File: src/inc/sbdl_defs.svh
`ifndef SBDL_DEFS_SVH
`define SBDL_DEFS_SVH

// Serial bit timing in debug communication clock cycles.
`define SBDL_BIT_CYCLES 16
`define SBDL_CNT_W 10
// Idle cycles between host falling edges that end a transfer.
`define SBDL_TIMEOUT_CYCLES 512
// Cycle after the falling edge at which a received level is sampled.
`define SBDL_SAMPLE_CYCLE 10
// Cycle after the falling edge at which a driven low bit is released.
`define SBDL_TX_LOW_END 13
// Cycle after the falling edge at which the one-cycle active-high speed-up pulse for a one bit ends.
`define SBDL_SPEEDUP_END 14
`define SBDL_BYTE_W 8
`define SBDL_BIT_IDX_W 3

`endif

File: src/inc/sbdl_pkg.sv
package sbdl_pkg;
  typedef enum logic [1:0] {
    SBDL_IDLE,
    SBDL_RX_BIT,
    SBDL_TX_BIT
  } sbdl_state_t;

  typedef struct packed {
    logic [7:0] data;
  } sbdl_byte_t;

  typedef struct packed {
    logic o;
    logic oe;
  } sbdl_pin_drv_t;
endpackage

File: src/rtl/sbdl_link.sv
// Notes on behaviour
// - The pin is pseudo-open-drain and each side drives it only inside its own bit interval.
// - Bytes move most significant bit first at sixteen debug clock cycles per bit.
// - Five hundred twelve debug clock cycles with no host falling edge while a byte is open raise a link timeout.
// - A timeout drops the transfer in progress and touches no memory or mode state.
// - A clock-select input chooses the bus clock or the alternate debug clock as time base.
// - All link timing runs on the debug clock and host edges are brought into it.
// - Each bit is one of receive high, receive low, transmit high or transmit low.
// - With the pin pulled high at reset release the device selects normal mode.
// - A host holding the pin low at reset release requests active background mode.
// - The link accepts traffic without needing a reset first, except host bits that arrive while the two-entry receive buffer is full.
`timescale 1ns/10ps
`include "sbdl_defs.svh"

module sbdl_link
  import sbdl_pkg::*;
(
  // Clocks and reset.
  input wire logic core_clk_i,
  input wire logic alt_clk_en_i,
  input wire logic reset_n_i,
  // Configuration.
  input wire logic debug_clock_select_i,
  // Debug pin.
  input wire logic debug_pin_i,
  output logic debug_pin_o,
  output logic debug_pin_oe_o,
  // Received bytes toward the debug controller.
  output logic rx_valid_o,
  output logic [7:0] rx_data_o,
  input wire logic rx_ready_i,
  // Bytes to send to the host.
  input wire logic tx_valid_i,
  input wire logic [7:0] tx_data_i,
  output logic tx_ready_o,
  // Status.
  output logic timeout_o,
  output logic busy_o,
  output logic debug_pin_mode_o,
  output logic mode_valid_o
);

  // ==========================================================================
  // Debug clock tick and pin synchronizer.
  logic tick;
  logic sync1_reg, sync2_reg, prev_reg;
  logic sync1_next, sync2_next, prev_next;
  logic fall;

  assign tick = debug_clock_select_i ? alt_clk_en_i : 1'b1;

  always_comb begin
    sync1_next = debug_pin_i;
    sync2_next = sync1_reg;
    prev_next = tick ? sync2_reg : prev_reg;
  end

  always_ff @(posedge core_clk_i or negedge reset_n_i) begin
    if (!reset_n_i) begin
      sync1_reg <= 1'b1;
      sync2_reg <= 1'b1;
      prev_reg <= 1'b1;
    end else begin
      sync1_reg <= sync1_next;
      sync2_reg <= sync2_next;
      prev_reg <= prev_next;
    end
  end

  assign fall = tick && prev_reg && !sync2_reg;

  // ==========================================================================
  // Mode strap caught after reset release.
  // The synchronizer leaves reset high, so the strap is taken only once the
  // pin level has passed both stages; earlier it would always read high.
  logic [1:0] strap_cnt_reg, strap_cnt_next;
  logic debug_pin_reg, debug_pin_next;

  always_comb begin
    strap_cnt_next = (strap_cnt_reg == 2'h3) ? strap_cnt_reg : strap_cnt_reg + 2'h1;
    debug_pin_next = (strap_cnt_reg == 2'h2) ? !sync2_reg : debug_pin_reg;
  end

  always_ff @(posedge core_clk_i or negedge reset_n_i) begin
    if (!reset_n_i) begin
      strap_cnt_reg <= 2'h0;
      debug_pin_reg <= 1'b0;
    end else begin
      strap_cnt_reg <= strap_cnt_next;
      debug_pin_reg <= debug_pin_next;
    end
  end

  assign debug_pin_mode_o = debug_pin_reg;
  assign mode_valid_o = (strap_cnt_reg == 2'h3);

  // ==========================================================================
  // Two-entry receive buffer.
  sbdl_byte_t rxb_mem_reg [2];
  sbdl_byte_t rxb_mem_next [2];
  logic rxb_wr_reg, rxb_rd_reg;
  logic rxb_wr_next, rxb_rd_next;
  logic [1:0] rxb_cnt_reg, rxb_cnt_next;
  logic rxb_push, rxb_pop, rxb_ready;
  logic [7:0] rxb_din;

  assign rxb_ready = (rxb_cnt_reg != 2'h2);
  assign rx_valid_o = (rxb_cnt_reg != 2'h0);
  assign rx_data_o = rxb_mem_reg[rxb_rd_reg].data;
  assign rxb_pop = rx_valid_o && rx_ready_i;

  always_comb begin
    rxb_mem_next = rxb_mem_reg;
    rxb_wr_next = rxb_wr_reg;
    rxb_rd_next = rxb_rd_reg;
    if (rxb_push) begin
      rxb_mem_next[rxb_wr_reg].data = rxb_din;
      rxb_wr_next = !rxb_wr_reg;
    end
    if (rxb_pop) begin
      rxb_rd_next = !rxb_rd_reg;
    end
    rxb_cnt_next = rxb_cnt_reg + {1'b0, rxb_push} - {1'b0, rxb_pop};
  end

  always_ff @(posedge core_clk_i or negedge reset_n_i) begin
    if (!reset_n_i) begin
      rxb_wr_reg <= 1'b0;
      rxb_rd_reg <= 1'b0;
      rxb_cnt_reg <= 2'h0;
    end else begin
      rxb_wr_reg <= rxb_wr_next;
      rxb_rd_reg <= rxb_rd_next;
      rxb_cnt_reg <= rxb_cnt_next;
    end
  end

  for (genvar gi = 0; gi < 2; gi++) begin : g_rxb_entry
    always_ff @(posedge core_clk_i or negedge reset_n_i) begin
      if (!reset_n_i) begin
        rxb_mem_reg[gi] <= '0;
      end else begin
        rxb_mem_reg[gi] <= rxb_mem_next[gi];
      end
    end
  end

  // ==========================================================================
  // Link idle timer.
  // The timer saturates, so a long quiet link never wraps into a false
  // timeout; it only matters while a byte is open.
  logic [`SBDL_CNT_W-1:0] idle_reg, idle_next;
  logic idle_full;

  // True on the tick count at which a bit event falls due.
  function automatic logic cnt_at(input logic [`SBDL_CNT_W-1:0] c, input int unsigned n);
    return (c == n[`SBDL_CNT_W-1:0]);
  endfunction

  assign idle_full = cnt_at(idle_reg, `SBDL_TIMEOUT_CYCLES - 1);

  always_comb begin
    idle_next = idle_reg;
    if (tick) begin
      if (fall) begin
        idle_next = '0;
      end else if (!idle_full) begin
        idle_next = idle_reg + 1'b1;
      end
    end
  end

  always_ff @(posedge core_clk_i or negedge reset_n_i) begin
    if (!reset_n_i) begin
      idle_reg <= '0;
    end else begin
      idle_reg <= idle_next;
    end
  end

  // ==========================================================================
  // Timeout flag: a one-cycle pulse when the idle timer runs out on an open byte.
  logic timeout_reg, timeout_next;
  logic abort;

  assign abort = tick && !fall && idle_full && busy_o;

  always_comb begin
    timeout_next = abort;
  end

  always_ff @(posedge core_clk_i or negedge reset_n_i) begin
    if (!reset_n_i) begin
      timeout_reg <= 1'b0;
    end else begin
      timeout_reg <= timeout_next;
    end
  end

  assign timeout_o = timeout_reg;

  // ==========================================================================
  // Bit engine.
  sbdl_state_t state_reg, state_next;
  logic [`SBDL_CNT_W-1:0] cnt_reg, cnt_next;
  logic [7:0] shift_reg, shift_next;
  logic [2:0] bit_reg, bit_next;
  logic tx_mode_reg, tx_mode_next;
  logic tx_bit;
  sbdl_pin_drv_t drv;

  assign tx_bit = shift_reg[7];
  assign tx_ready_o = !tx_mode_reg && (state_reg == SBDL_IDLE) && (bit_reg == 3'h0);
  assign busy_o = (state_reg != SBDL_IDLE) || (bit_reg != 3'h0);

  always_comb begin
    state_next = state_reg;
    cnt_next = cnt_reg;
    shift_next = shift_reg;
    bit_next = bit_reg;
    tx_mode_next = tx_mode_reg;
    rxb_push = 1'b0;
    rxb_din = {shift_reg[6:0], sync2_reg};
    if (tx_valid_i && tx_ready_o) begin
      tx_mode_next = 1'b1;
      shift_next = tx_data_i;
    end
    unique case (state_reg)
      SBDL_IDLE: begin
        if (fall && (tx_mode_reg || rxb_ready)) begin
          state_next = tx_mode_reg ? SBDL_TX_BIT : SBDL_RX_BIT;
          cnt_next = '0;
        end
      end
      SBDL_RX_BIT: begin
        if (tick) begin
          cnt_next = cnt_reg + 1'b1;
          if (cnt_at(cnt_reg, `SBDL_SAMPLE_CYCLE)) begin
            shift_next = rxb_din;
            bit_next = bit_reg + 1'b1;
            rxb_push = (bit_reg == 3'h7);
            state_next = SBDL_IDLE;
          end
        end
      end
      SBDL_TX_BIT: begin
        if (tick) begin
          cnt_next = cnt_reg + 1'b1;
          if (cnt_at(cnt_reg, `SBDL_BIT_CYCLES - 1)) begin
            shift_next = {shift_reg[6:0], 1'b0};
            bit_next = bit_reg + 1'b1;
            tx_mode_next = (bit_reg != 3'h7);
            state_next = SBDL_IDLE;
          end
        end
      end
    endcase
    if (abort) begin
      state_next = SBDL_IDLE;
      bit_next = 3'h0;
      tx_mode_next = 1'b0;
      rxb_push = 1'b0;
    end
  end

  always_ff @(posedge core_clk_i or negedge reset_n_i) begin
    if (!reset_n_i) begin
      state_reg <= SBDL_IDLE;
      cnt_reg <= '0;
      shift_reg <= 8'h00;
      bit_reg <= 3'h0;
      tx_mode_reg <= 1'b0;
    end else begin
      state_reg <= state_next;
      cnt_reg <= cnt_next;
      shift_reg <= shift_next;
      bit_reg <= bit_next;
      tx_mode_reg <= tx_mode_next;
    end
  end

  // ==========================================================================
  // Pin drive: low for a zero, brief high speed-up for a one, else released.
  always_comb begin
    drv.o = 1'b0;
    drv.oe = 1'b0;
    if (state_reg == SBDL_TX_BIT) begin
      if (!tx_bit && cnt_reg < `SBDL_TX_LOW_END) begin
        drv.oe = 1'b1;
      end else if (tx_bit && cnt_reg >= `SBDL_TX_LOW_END && cnt_reg < `SBDL_SPEEDUP_END) begin
        drv.o = 1'b1;
        drv.oe = 1'b1;
      end
    end
  end

  assign debug_pin_o = drv.o;
  assign debug_pin_oe_o = drv.oe;

endmodule

File: config.mk
export PLATFORM = sky130hd
export DESIGN_NAME = sbdl_link
export DESIGN_NICKNAME = d
export VERILOG_FILES = /design/src/inc/sbdl_pkg.sv /design/src/rtl/sbdl_link.sv
export VERILOG_INCLUDE_DIRS = /design/src /design/src/inc
export SDC_FILE = /design/constraint.sdc
export NUM_CORES = 1
export LEC_CHECK = 0
export ABC_CLOCK_PERIOD_IN_PS = 4860
export BUFFER_PORTS_ARGS = -buffer_cell sky130_fd_sc_hd__buf_2
export CAP_MARGIN = 10
export CORE_ASPECT_RATIO = 0.9
export CORE_MARGIN = 2
export CORE_UTILIZATION = 60
export DETAILED_ROUTE_END_ITERATION = 10
export GPL_ROUTABILITY_DRIVEN = 0
export GPL_TIMING_DRIVEN = 0
export PLACE_DENSITY = 0.8
export SYNTH_ARGS = -nofsm -noshare
export SYNTH_HDL_FRONTEND = slang
export SYNTH_SLANG_ARGS = --single-unit
File: constraint.sdc
create_clock -name core_clk_i -period 4.86 [get_ports core_clk_i]
set_clock_uncertainty 0.15 [all_clocks]
set_input_delay 0.729 -clock core_clk_i [delete_from_list [all_inputs] [get_ports core_clk_i]]
set_output_delay 0.729 -clock core_clk_i [all_outputs]
set_load 0.02 [all_outputs]
==> metrics.md, run 1 <==
| Metric | Value |
|---|---|
| Classification of the worst setup path | `reg -> out` |
| Num CTS Buffers | `9` |
| Clk slew on worst S/H paths | `0.07 ns` |
| FF-to-FF End | `rxb_cnt_reg[1]` |
| Synth cell types | `55` |
| Final count of hold timing violations | `0` |
| Die area | `6190 um2` |
| Yosys reg bits | `61` |
| Pre-CTS setup slack | `1.88 ns` |
| Share of cells above drive strength 1 | `24.6%` |
| Drt first pass iters | `4` |
| Cell Pwr Density | `381 nW/um2` |
| Die H | `74.9 um` |
| Register area | `1530 um2` |
| PortBufs | `30` |
| Commonest non-fill, non-tap cell in the layout | `dfrtp_1` |
| Setup TNS Final | `0 ns` |
| CTS Hold Bufs | `0` |
| Flop pwr share | `43.8%` |
| Max Clk Rate | `353 MHz` |
| Asr flop ratio synth | `100%` |
| Worst IR drop on VDD | `0.271 mV` |
| Cell taking the most area after synthesis | `dfrtp_1` |
| HP Class | `reg -> reg` |
| Remaining DRCs | `0` |
| Pint | `0.945 mW` |
| Initial cell density of the core | `a little over three fifths` |
| Pleak | `1.84 nW` |
| Worst setup margin | `2.03 ns` |
| Synth top area cells | `dfrtp_1 (43%), mux2_2 (8.1%), ha_1 (5.6%)` |
| Max-slew headroom | `54.0%` |
| Post-CTS Setup Bufs | `0` |
| Slew @ Worst Pin | `0.691 ns` |
| Post-Syn Instances | `between 300 and 400` |
| Vias | `2512` |
| DP Cell Count | `404` |
| Die width | `82.7 um` |
| Final Power | `roughly 1.4 mW` |
| Hold Path Origin | `sync1_reg` |
| Max Cap Violations | `0` |
| I/O Pins | `31` |
| H-tree depth | `3` |
| Critical Path Start Type | `flip-flop` |
| Initial antenna violation count | `0` |
| Cell depth of the worst hold path | `0` |
| Synth Cell Area | `3350 um2` |
| CTS tree | `built` |
| Max-slew violation count | `0` |
| Grt total ovfl | `0` |
| Dpl hpwl | `4800 um` |
| Num rows | `25` |
| Worst Path Max Fanout | `7` |
| Core ar. | `5320 um2` |
| Vias per inst | `5.98` |
| Largest net degree at the start of global routing | `33` |
| Final setup vio count | `0` |
| First-pass GRT wire length | `11500 um` |
| Routed Antenna Nets | `0` |
| Commonest non-fill, non-tap cells in the layout | `dfrtp_1 (58), buf_2 (34), o21ai_0 (24), mux2_2 (24), inv_1 (18)` |
| DRT iter0 DRCs | `~180` |
| CP required | `a little under 4 ns` |
| Later-pin clock latency in the skew report | `about 0.35 ns` |
| R2r setup slk | `2.25 ns` |
| CTS Buffer Depth | `2` |
| RSZ-0062 raised after global routing | `false` |
| Max reg flops | `16` |
| Mean Syn Cell Area | `between 10 and 15 um2` |
| Cts repair resizes | `0` |
| Syn. warnings | `0` |
| Total inserted antenna cells | `0` |
| Fin crit share | `58.3%` |
| Final WL | `7030 um` |
| Comb pwr share | `26.0%` |
| Status | `complete, no violations` |
| Synth Net Count | `336` |
| Clock tree sinks | `between 60 and 70` |
| Post-synth EDFFs | `0` |
| Vias in the first global route | `between 2000 and 2500` |
| Switching Share | `roughly a third` |
| Synth Flop Type | `dfrtp_1` |
| Fill count | `400` |
| Final net count | `378` |
| R2R depth | `11` |
| Share of Yosys cell area claimed by the top area cell type | `43.4%` |
| Hold path endpoint | `sync2_reg` |
| DR WL/cell | `16.7 um` |
| WP data arrival | `1.95 ns` |
| Crit path capture type | `output pin` |
| Multi-input gate area in the final layout | `between 1500 and 2000 um2` |
| Area grow syn2layout | `13.1%` |
| CTS root buffer | `clkbuf_8` |
| Worst R2R Start | `cnt_reg[0]` |
| Finished Layout Cells | `420` |
| Sequential area share after synthesis | `45.7%` |
| Sw power | `0.499 mW` |
| Final worst path period need | `2.83 ns` |
| GRT Total Usage | `roughly 25%` |
| Clock share of power | `between 30 and 40%` |
==> cell families (layout without fill, tap and decap cells) <==
kind of cell,after synthesis,in the layout,synth area share [%]
buffers and inverters,30,77,3.96
multiplexers,40,40,12.9
flip-flops,61,61,45.7
AND/OR/NAND/NOR,85,85,15.5
XOR/XNOR,5,5,1.31
adder cells (fa/ha/maj),15,15,5.61
AO/OA/AOI/OAI,70,70,15.0
==> synth_stat cells, drive strengths merged (2+ instances only) <==
| cell | instances |
|---|---|
| xnor2 | 4 |
| nor2 | 11 |
| nand3 | 12 |
| nand2 | 13 |
| o21bai | 4 |
| or3 | 5 |
| ha | 15 |
| or4 | 5 |
| nor4b | 3 |
| nor3 | 3 |
| o2bb2ai | 7 |
| a21oi | 13 |
| clkbuf | 6 |
| dfstp | 3 |
| mux2i | 16 |
| nor4 | 4 |
| a41oi | 2 |
| and2 | 4 |
| o211a | 2 |
| buf | 6 |
| nor2b | 3 |
| nand4 | 3 |
| o31ai | 6 |
| and3 | 7 |
| mux2 | 24 |
| dfrtp | 58 |
| o2111ai | 3 |
| inv | 18 |
| nand2b | 2 |
| nor3b | 2 |
| o21ai | 24 |
==> metal layers <==
| layer | track usage [%] | up-vias | wire length, um | share of wire, % |
|---|---|---|---|---|
| li1 | - | 1217 | - | - |
| met1 | 35.2 | 1212 | 3340 | 48 |
| met2 | 38.4 | 75 | 3230 | 46 |
| met3 | 7.43 | 8 | 374 | 5.3 |
| met4 | 8.38 | 0 | 73 | 1.0 |
| met5 | 0 | - | 0 | 0 |
==> worst max-delay path by stage <==
stage	from	to	slack [ns]	cells past startpoint
floorplan	debug_clock_select_i	rxb_cnt_reg[1]	2.23	9
global placement	debug_clock_select_i	rxb_cnt_reg[1]	1.93	10
detailed placement	debug_clock_select_i	rxb_cnt_reg[1]	1.88	10
CTS	cnt_reg[1]	debug_pin_oe_o	2.01	6
global route	cnt_reg[0]	debug_pin_oe_o	1.91	6
finish	cnt_reg[1]	debug_pin_oe_o	2.03	6
==> power by group through the flow <==
stage	Combinational, mW	Sequential, mW	Clock [mW]
3_5_place_dp	0.369	0.638	0
2_1_floorplan	0.273	0.617	0
6_report	0.375	0.633	0.435
3_3_place_gp	0.354	0.636	0
4_1_cts	0.374	0.630	0.442
5_1_grt	0.422	0.640	0.463
==> through the flow <==
stage | area (um2) | hold WS, ns | utilization, %
5_1_grt | 3790 | 0.202 | 71.2
2_1_floorplan | 3350 | 0.195 | -
3_5_place_dp | 3600 | 0.202 | 67.7
4_1_cts | 3790 | 0.207 | 71.2
3_3_place_gp | 3580 | 0.195 | 67.3
6_report | 3790 | 0.203 | 71.2
==> final cells by class <==
| cell class | instances | area share (%) |
|---|---|---|
| Timing Repair Buffer | 31 | 4.49 |
| Tap cell | 67 | 2.21 |
| Inverter | 18 | 1.78 |
| Buffer | 12 | 1.72 |
| Sequential cell | 61 | 40.4 |
| Clock inverter | 5 | 1.42 |
| Multi-Input combinational cell | 215 | 44.5 |
| Clock buffer | 11 | 3.47 |
==> worst max-delay path: stages, from the launching register on <==
cell,delay [ns]
dfrtp_1,0.47
inv_1,0.10
ha_1,0.20
nor2b_1,0.13
nor4b_1,0.34
o211a_1,0.22
buf_2,0.16
Power figures use the tool's default switching activity.
==> run 2, diff against run 1 <==
ABC_AREA = 1   (was not set)
ABC_CLOCK_PERIOD_IN_PS = 2800   (was 4860)
clock period = 2.8 ns   (was 4.86 ns; I/O delays follow)
==> run 2 against run 1 <==
Non-clock buffer count decreased by 2. Global-route usage decreased by 1.5 points. Sequential share of layout area is 2.4 points lower. Clock power is 100% higher. Power grew 100%. Design area is 6.2% higher. Worst setup slack lost 1.6 ns. Core utilization is 0.58 points lower. Combinational power increased by 130%. Register-to-register slack worse by 1.8 ns. Area after synthesis is 5.5% higher.
==> metrics.md, run 2 <==
| Metric | Value |
|---|---|
| DP Cell Count | `552 (+37%)` |
| Clock tree sinks | `61 (unchanged)` |
| Yosys reg bits | `61 (unchanged)` |
| Drt first pass iters | `4 (unchanged)` |
| Top-count cell post-synth | `nand2_1` |
| Final Power | `2.88 mW (+100%)` |
| Status | `complete, no violations` |
| RSZ-0062 raised after global routing | `false` |
| Crit path capture type | `output pin` |
| Final worst path period need | `2.35 ns` |
| Core ar. | `5690 um2 (+7.1%)` |
| Pint | `1.80 mW (+90%)` |
| Switching Share | `37.6% (+3.1 points)` |
| Die width | `84.9 um (+2.6%)` |
| Setup TNS Final | `0 ns (unchanged)` |
| Max Clk Rate | `approximately 430 MHz` |
| Synth cell types | `36 (-35%)` |
| Vias per inst | `5.28 (-12%)` |
| First-pass GRT wire length | `12600 um (+9.0%)` |
| Dpl hpwl | `5270 um (+9.9%)` |
| Asr flop ratio synth | `100% (unchanged)` |
| Largest net degree at the start of global routing | `41 (+24%)` |
| Initial cell density of the core | `62.0% (-0.90 points)` |
| Mean Syn Cell Area | `7.83 um2 (-28%)` |
| Clk slew on worst S/H paths | `0.07 ns (about the same)` |
| HP Class | `in -> reg` |
| Max Cap Violations | `0 (unchanged)` |
| Post-synth EDFFs | `0 (unchanged)` |
| Synth Flop Type | `dfrtp_1` |
| Vias | `3002 (+20%)` |
| Sequential area share after synthesis | `43.3% (-2.4 points)` |
| Share of cells above drive strength 1 | `18.4% (-6.2 points)` |
| Pleak | `2.07 nW (+13%)` |
| Critical Path Start Type | `flip-flop` |
| GRT Total Usage | `23.8% (-1.5 points)` |
| Cell taking the most area after synthesis | `dfrtp_1` |
| Post-CTS Setup Bufs | `0 (unchanged)` |
| PortBufs | `30 (unchanged)` |
| Fin crit share | `83.9%` |
| Max reg flops | `16 (unchanged)` |
| I/O Pins | `31 (unchanged)` |
| Comb pwr share | `30.5% (+4.5 points)` |
| WP data arrival | `1.78 ns (-0.17 ns)` |
| Vias in the first global route | `2744 (+16%)` |
| R2r setup slk | `0.50 ns (-1.75 ns)` |
| Commonest non-fill, non-tap cells in the layout | `nand2_1 (145), dfrtp_1 (58), inv_1 (55)` |
| Final net count | `524 (+39%)` |
| Max-slew violation count | `0 (unchanged)` |
| Total inserted antenna cells | `0 (unchanged)` |
| Commonest non-fill, non-tap cell in the layout | `nand2_1` |
| Sw power | `1.09 mW (+120%)` |
| Synth Net Count | `481 (+43%)` |
| Synth cell count leaders | `nand2_1 (145), dfrtp_1 (58), inv_1 (55)` |
| Cell Pwr Density | `717 nW/um2 (+88%)` |
| CTS Buffer Depth | `2 (unchanged)` |
| Remaining DRCs | `0 (unchanged)` |
| DRT iter0 DRCs | `208 (+18%)` |
| Area grow syn2layout | `13.8%` |
| Clock share of power | `30.5% (+0.4 points)` |
| Flop pwr share | `39.0% (-4.8 points)` |
| CP required | `2.23 ns (-1.75 ns)` |
| Grt total ovfl | `0 (unchanged)` |
| Post-Syn Instances | `451 (+47%)` |
| Worst Path Max Fanout | `4 (-3)` |
| Final count of hold timing violations | `0 (unchanged)` |
| Synth top area cells | `dfrtp_1 (41%), nand2_1 (15%), inv_1 (5.8%)` |
| Finished Layout Cells | `569 (+35%)` |
| CTS tree | `built` |
| Max-slew headroom | `65.9% (+12 points)` |
| Slew @ Worst Pin | `0.512 ns (-0.179 ns)` |
| DR WL/cell | `12.7 um (-24%)` |
| Routed Antenna Nets | `0 (unchanged)` |
| Cts repair resizes | `0 (unchanged)` |
| Worst IR drop on VDD | `0.751 mV (+180%)` |
| H-tree depth | `3 (unchanged)` |
| Final WL | `7220 um (+2.8%)` |
| Die area | `6520 um2 (+5.3%)` |
| Num CTS Buffers | `9 (unchanged)` |
| Later-pin clock latency in the skew report | `0.35 ns (about the same)` |
| Classification of the worst setup path | `reg -> out` |
| Synth Cell Area | `3530 um2 (+5.5%)` |
| CTS root buffer | `clkbuf_8` |
| Share of Yosys cell area claimed by the top area cell type | `41.1% (-2.3 points)` |
| Num rows | `26 (+4.0%)` |
| Final setup vio count | `0 (unchanged)` |
| Initial antenna violation count | `0 (unchanged)` |
| Die H | `76.8 um (+2.6%)` |
| Syn. warnings | `0 (unchanged)` |
[run 2: changes by cell type in the layout (fill, tap and decap cells not counted), sizes merged, moves of 16 or more]
cell   before  now
inv        18   58
mux2       24    0
mux2i      16    0
nand2      13  148
nand3      12   31
nor2       11   37
o21ai      24   47
[run 2: final timing paths]
check / to / cells after the start / from
max: tx_ready_o / 7 / state_reg[0]
min reg2reg: sync2_reg / 0 / sync1_reg
max in group asynchronous: cnt_reg[5] / 3 / reset_n_i
min: sync1_reg / 1 / debug_pin_i
min in group asynchronous: idle_reg[5] / 2 / reset_n_i
max reg2reg: rxb_cnt_reg[0] / 10 / state_reg[0]
[run 2: cells by family (layout without fill, tap and decap cells)]
family	after synthesis	after routing	synth area share [%]
buf+inv	66	114	7.72
flops	61	61	43.3
simple gates	234	234	29.7
xor+xnor	9	9	2.23
fa+ha+maj	15	15	5.31
compound gates	66	66	11.7
[run 2: worst max-delay path, cell delays in order, from the launching register on]
cell and delay (ns):
dfrtp_1 0.41, inv_1 0.10, ha_1 0.21, nand2_1 0.07, nor2_1 0.17, inv_1 0.12, nor2_1 0.16, buf_2 0.19
[run 2: power by group through the flow]
stage	Clock, mW	Combinational, mW	Sequential [mW]
floorplan	0	0.656	1.11
global placement	0	0.838	1.13
detailed placement	0	0.866	1.14
CTS	0.897	0.877	1.12
global route	0.928	1.01	1.14
finish	0.881	0.879	1.12
[run 2: routing by layer]
metal / track usage (%) / vias to the layer above / part of all wire (%) / wire [um]
li1: - / 1536 / - / -
met1: 32.9 / 1401 / 48 / 3440
met2: 37.7 / 56 / 47 / 3410
met3: 5.17 / 9 / 4.1 / 299
met4: 7.62 / 0 / 1.0 / 74
met5: 0 / - / 0 / 0
[run 2: stage by stage]
step                      hold slack (ns)  utilization (%)  setup slack (ns)  area (um2)
final                              0.0199             70.6             0.451        4020
after global routing              0.00766             70.6             0.310        4020
after CTS                         0.00595             70.6             0.482        4020
after detailed placement            0.197             66.6             0.512        3790
after global placement              0.196             66.2             0.565        3770
after floorplan                   -0.0256                -             0.697        3530
[run 2: layout make-up]
class / instances / area, um2
plain buffers: 9 / 58.8
flip-flops and latches: 61 / 1530
repair buffers: 32 / 180
fillers: 448 / 1670
inverters: 57 / 214
well taps: 70 / 87.6
clock buffers: 9 / 124
multi-input cells: 324 / 1730
clock inverters: 7 / 96.3
[run 2: repair_timing]
action / 4_1_cts / 5_1_grt
endpoints found under the setup margin: 0 / 0
hold buffers: 1 / 0
hold endpoints to repair: 18 / 0
==> run 3, diff against run 2 <==
ABC_CLOCK_PERIOD_IN_PS = 2300   (was 2800)
clock period = 2.3 ns   (was 2.8 ns; I/O delays follow)
==> run 3 against run 2 <==
Sequential share of layout area down 0.52 points. Die area unchanged. Register-to-register slack lost 0.36 ns. First-iteration DRC count decreased by 18%. Critical path depth unchanged. Wire length up 2.4%. Power up 23%. Design area is 1.6% higher. Via count is 1.3% higher. Cell count increased by 1.1%. Non-clock buffer count rose by 6. Hold slack gained 0.12 ns. Highest routed layer unchanged.
==> metrics.md, run 3 (synthesized netlist as in run 2, its figures left out) <==
| Metric | Value |
|---|---|
| DRT iter0 DRCs | `170 (-18%)` |
| PortBufs | `30 (unchanged)` |
| Register area | `1530 um2 (+0.16%)` |
| GRT Total Usage | `23.8% (unchanged)` |
| Grt total ovfl | `0 (unchanged)` |
| Initial antenna violation count | `0 (unchanged)` |
| Share of cells above drive strength 1 | `20.6% (+2.2 points)` |
| Max incr delay on CP | `0.41 ns (about the same)` |
| Total inserted antenna cells | `0 (unchanged)` |
| Flop pwr share | `39.0% (about the same)` |
| Final count of hold timing violations | `0 (unchanged)` |
| Worst IR drop on VDD | `0.852 mV (+13%)` |
| Die area | `6520 um2 (unchanged)` |
| R2r setup slk | `0.14 ns (-0.36 ns)` |
| Switching Share | `38.0% (+0.34 points)` |
| Hold Path Origin | `rx_ready_i` |
| Fin crit share | `96.6%` |
| R2R depth | `10 (unchanged)` |
| Cell depth of the worst hold path | `3 (+2)` |
| Routed Antenna Nets | `0 (unchanged)` |
| Critical Path Start Type | `flip-flop` |
| Max reg flops | `16 (unchanged)` |
| Classification of the worst setup path | `reg -> out` |
| DR WL/cell | `12.9 um (+1.4%)` |
| Drt first pass iters | `5 (+1)` |
| Final worst path period need | `roughly 2.2 ns` |
| Later-pin clock latency in the skew report | `0.35 ns (about the same)` |
| Remaining DRCs | `0 (unchanged)` |
| Fill count | `441 (-1.6%)` |
| Max-slew violation count | `0 (unchanged)` |
| Cell Pwr Density | `866 nW/um2 (+21%)` |
| Clock tree sinks | `61 (unchanged)` |
| Commonest non-fill, non-tap cell in the layout | `nand2_1` |
| Crit path cell chain | `inv_1, ha_1, nand2_1, nor2_2, inv_1, nor2_2, buf_2` |
| Max Cap Violations | `0 (unchanged)` |
| Largest net degree at the start of global routing | `41 (unchanged)` |
| FF-to-FF End | `rxb_cnt_reg[0]` |
| Die H | `76.8 um (unchanged)` |
| Sw power | `1.34 mW (+24%)` |
| Worst R2R Start | `state_reg[0]` |
| DP Cell Count | `552 (unchanged)` |
| Final setup vio count | `0 (unchanged)` |
| Clk slew on worst S/H paths | `0.08 ns (about the same)` |
| Pre-CTS setup slack | `0.0122 ns (-0.500 ns)` |
| Max-slew headroom | `65.6% (-0.25 points)` |
| Crit path capture type | `output pin` |
| CTS root buffer | `clkbuf_8` |
| Slew @ Worst Pin | `0.516 ns (+0.00381 ns)` |
| CTS Buffer Depth | `2 (unchanged)` |
| Dpl hpwl | `5270 um (unchanged)` |
| HP Class | `in -> reg` |
| Critical-path top delay cell | `dfrtp_1` |
| Core ar. | `5690 um2 (unchanged)` |
| Initial cell density of the core | `62.0% (unchanged)` |
| Multi-input gate area in the final layout | `1740 um2 (+0.72%)` |
| Vias in the first global route | `2745 (+0.036%)` |
| Vias | `3040 (+1.3%)` |
| I/O Pins | `31 (unchanged)` |
| Final WL | `7400 um (+2.4%)` |
| First-pass GRT wire length | `12600 um (unchanged)` |
| Num CTS Buffers | `9 (unchanged)` |
| Worst setup margin | `0.0776 ns (-0.374 ns)` |
| Clock share of power | `30.5% (about the same)` |
| Max Clk Rate | `450 MHz` |
| Pint | `2.19 mW (+22%)` |
| WP data arrival | `1.73 ns (-0.05 ns)` |
| Hold path endpoint | `rxb_rd_reg` |
| Vias per inst | `5.29 (+0.21%)` |
| Commonest non-fill, non-tap cells in the layout | `nand2_1 (145), dfrtp_1 (56), inv_1 (54)` |
| Final net count | `530 (+1.1%)` |
| CTS tree | `built` |
| Num rows | `26 (unchanged)` |
| CP required | `1.80 ns (-0.43 ns)` |
| Comb pwr share | `30.5% (about the same)` |
| H-tree depth | `3 (unchanged)` |
| Finished Layout Cells | `575 (+1.1%)` |
| Status | `complete, no violations` |
| Worst Path Max Fanout | `4 (unchanged)` |
| Post-Route Utilization | `71.7% (+1.1 points)` |
| Pleak | `2.09 nW (+1.1%)` |
| Area grow syn2layout | `15.6%` |
| Die width | `84.9 um (unchanged)` |
-- run 3: changes by cell type in the layout (fill, tap and decap cells not counted), sizes merged --
cell         before  now
buf              39   44
clkinv            4    3
dlygate4sd3       1    2
inv              58   59
-- run 3: power groups by stage --
stage / Sequential, mW / Combinational [mW] / Clock (mW)
4_1_cts: 1.37 / 1.07 / 1.09
5_1_grt: 1.40 / 1.24 / 1.13
3_5_place_dp: 1.38 / 1.05 / 0
2_1_floorplan: 1.35 / 0.798 / 0
6_report: 1.38 / 1.08 / 1.08
3_3_place_gp: 1.37 / 1.02 / 0
-- run 3: per-stage QoR --
stage | setup TNS [ns] | hold slack, ns | instance area, um2 | power [mW]
2_1_floorplan | 0 | -0.101 | 3530 | 2.15
3_3_place_gp | 0 | 0.196 | 3770 | 2.40
3_5_place_dp | 0 | 0.197 | 3790 | 2.44
4_1_cts | 0 | 0.142 | 4030 | 3.53
5_1_grt | -0.0379 | 0.152 | 4080 | 3.76
6_report | 0 | 0.145 | 4080 | 3.54
-- run 3: routing by layer --
| layer | part of all wire [%] | global-route usage, % |
|---|---|---|
| met2 | 47 | 37.7 |
| met3 | 4.2 | 5.17 |
| met4 | 1.5 | 7.62 |
| met1 | 47 | 32.9 |
| met5 | 0 | 0 |
-- run 3: timing repair --
item / in CTS / in global routing
setup buffers: 0 / 5
pin swaps: 0 / 2
endpoints found under the setup margin: 1 / 10
endpoints found under the hold margin: 19 / 0
resized for setup: 1 / 7
hold buffers: 2 / 0
gates cloned: 0 / 0
-- run 3: area by class of cell --
type	instances	share of cell area, %
multi-input combinational	324	42.7
sequential	61	37.5
timing repair buffer	38	5.58
inverter	57	5.24
clock buffer	9	3.03
clock inverter	7	2.36
tap	70	2.15
buffer	9	1.44
-- run 3: critical path: cells and delay by family, from the launching register on --
| kind | cells | cell delay [ns] |
|---|---|---|
| buffers and inverters | 3 | 0.39 |
| DFF | 1 | 0.41 |
| adders and majority gates | 1 | 0.20 |
| and+or+nand+nor | 3 | 0.38 |
-- run 3: worst max-delay path by stage --
stage / start / endpoint / cells past startpoint
2_1_floorplan: cnt_reg[0] / rxb_cnt_reg[1] / 11
3_5_place_dp: cnt_reg[0] / rxb_cnt_reg[1] / 11
4_1_cts: state_reg[0] / rxb_cnt_reg[0] / 10
6_report: state_reg[0] / tx_ready_o / 7
5_1_grt: state_reg[0] / tx_ready_o / 7
3_3_place_gp: cnt_reg[0] / rxb_cnt_reg[1] / 11
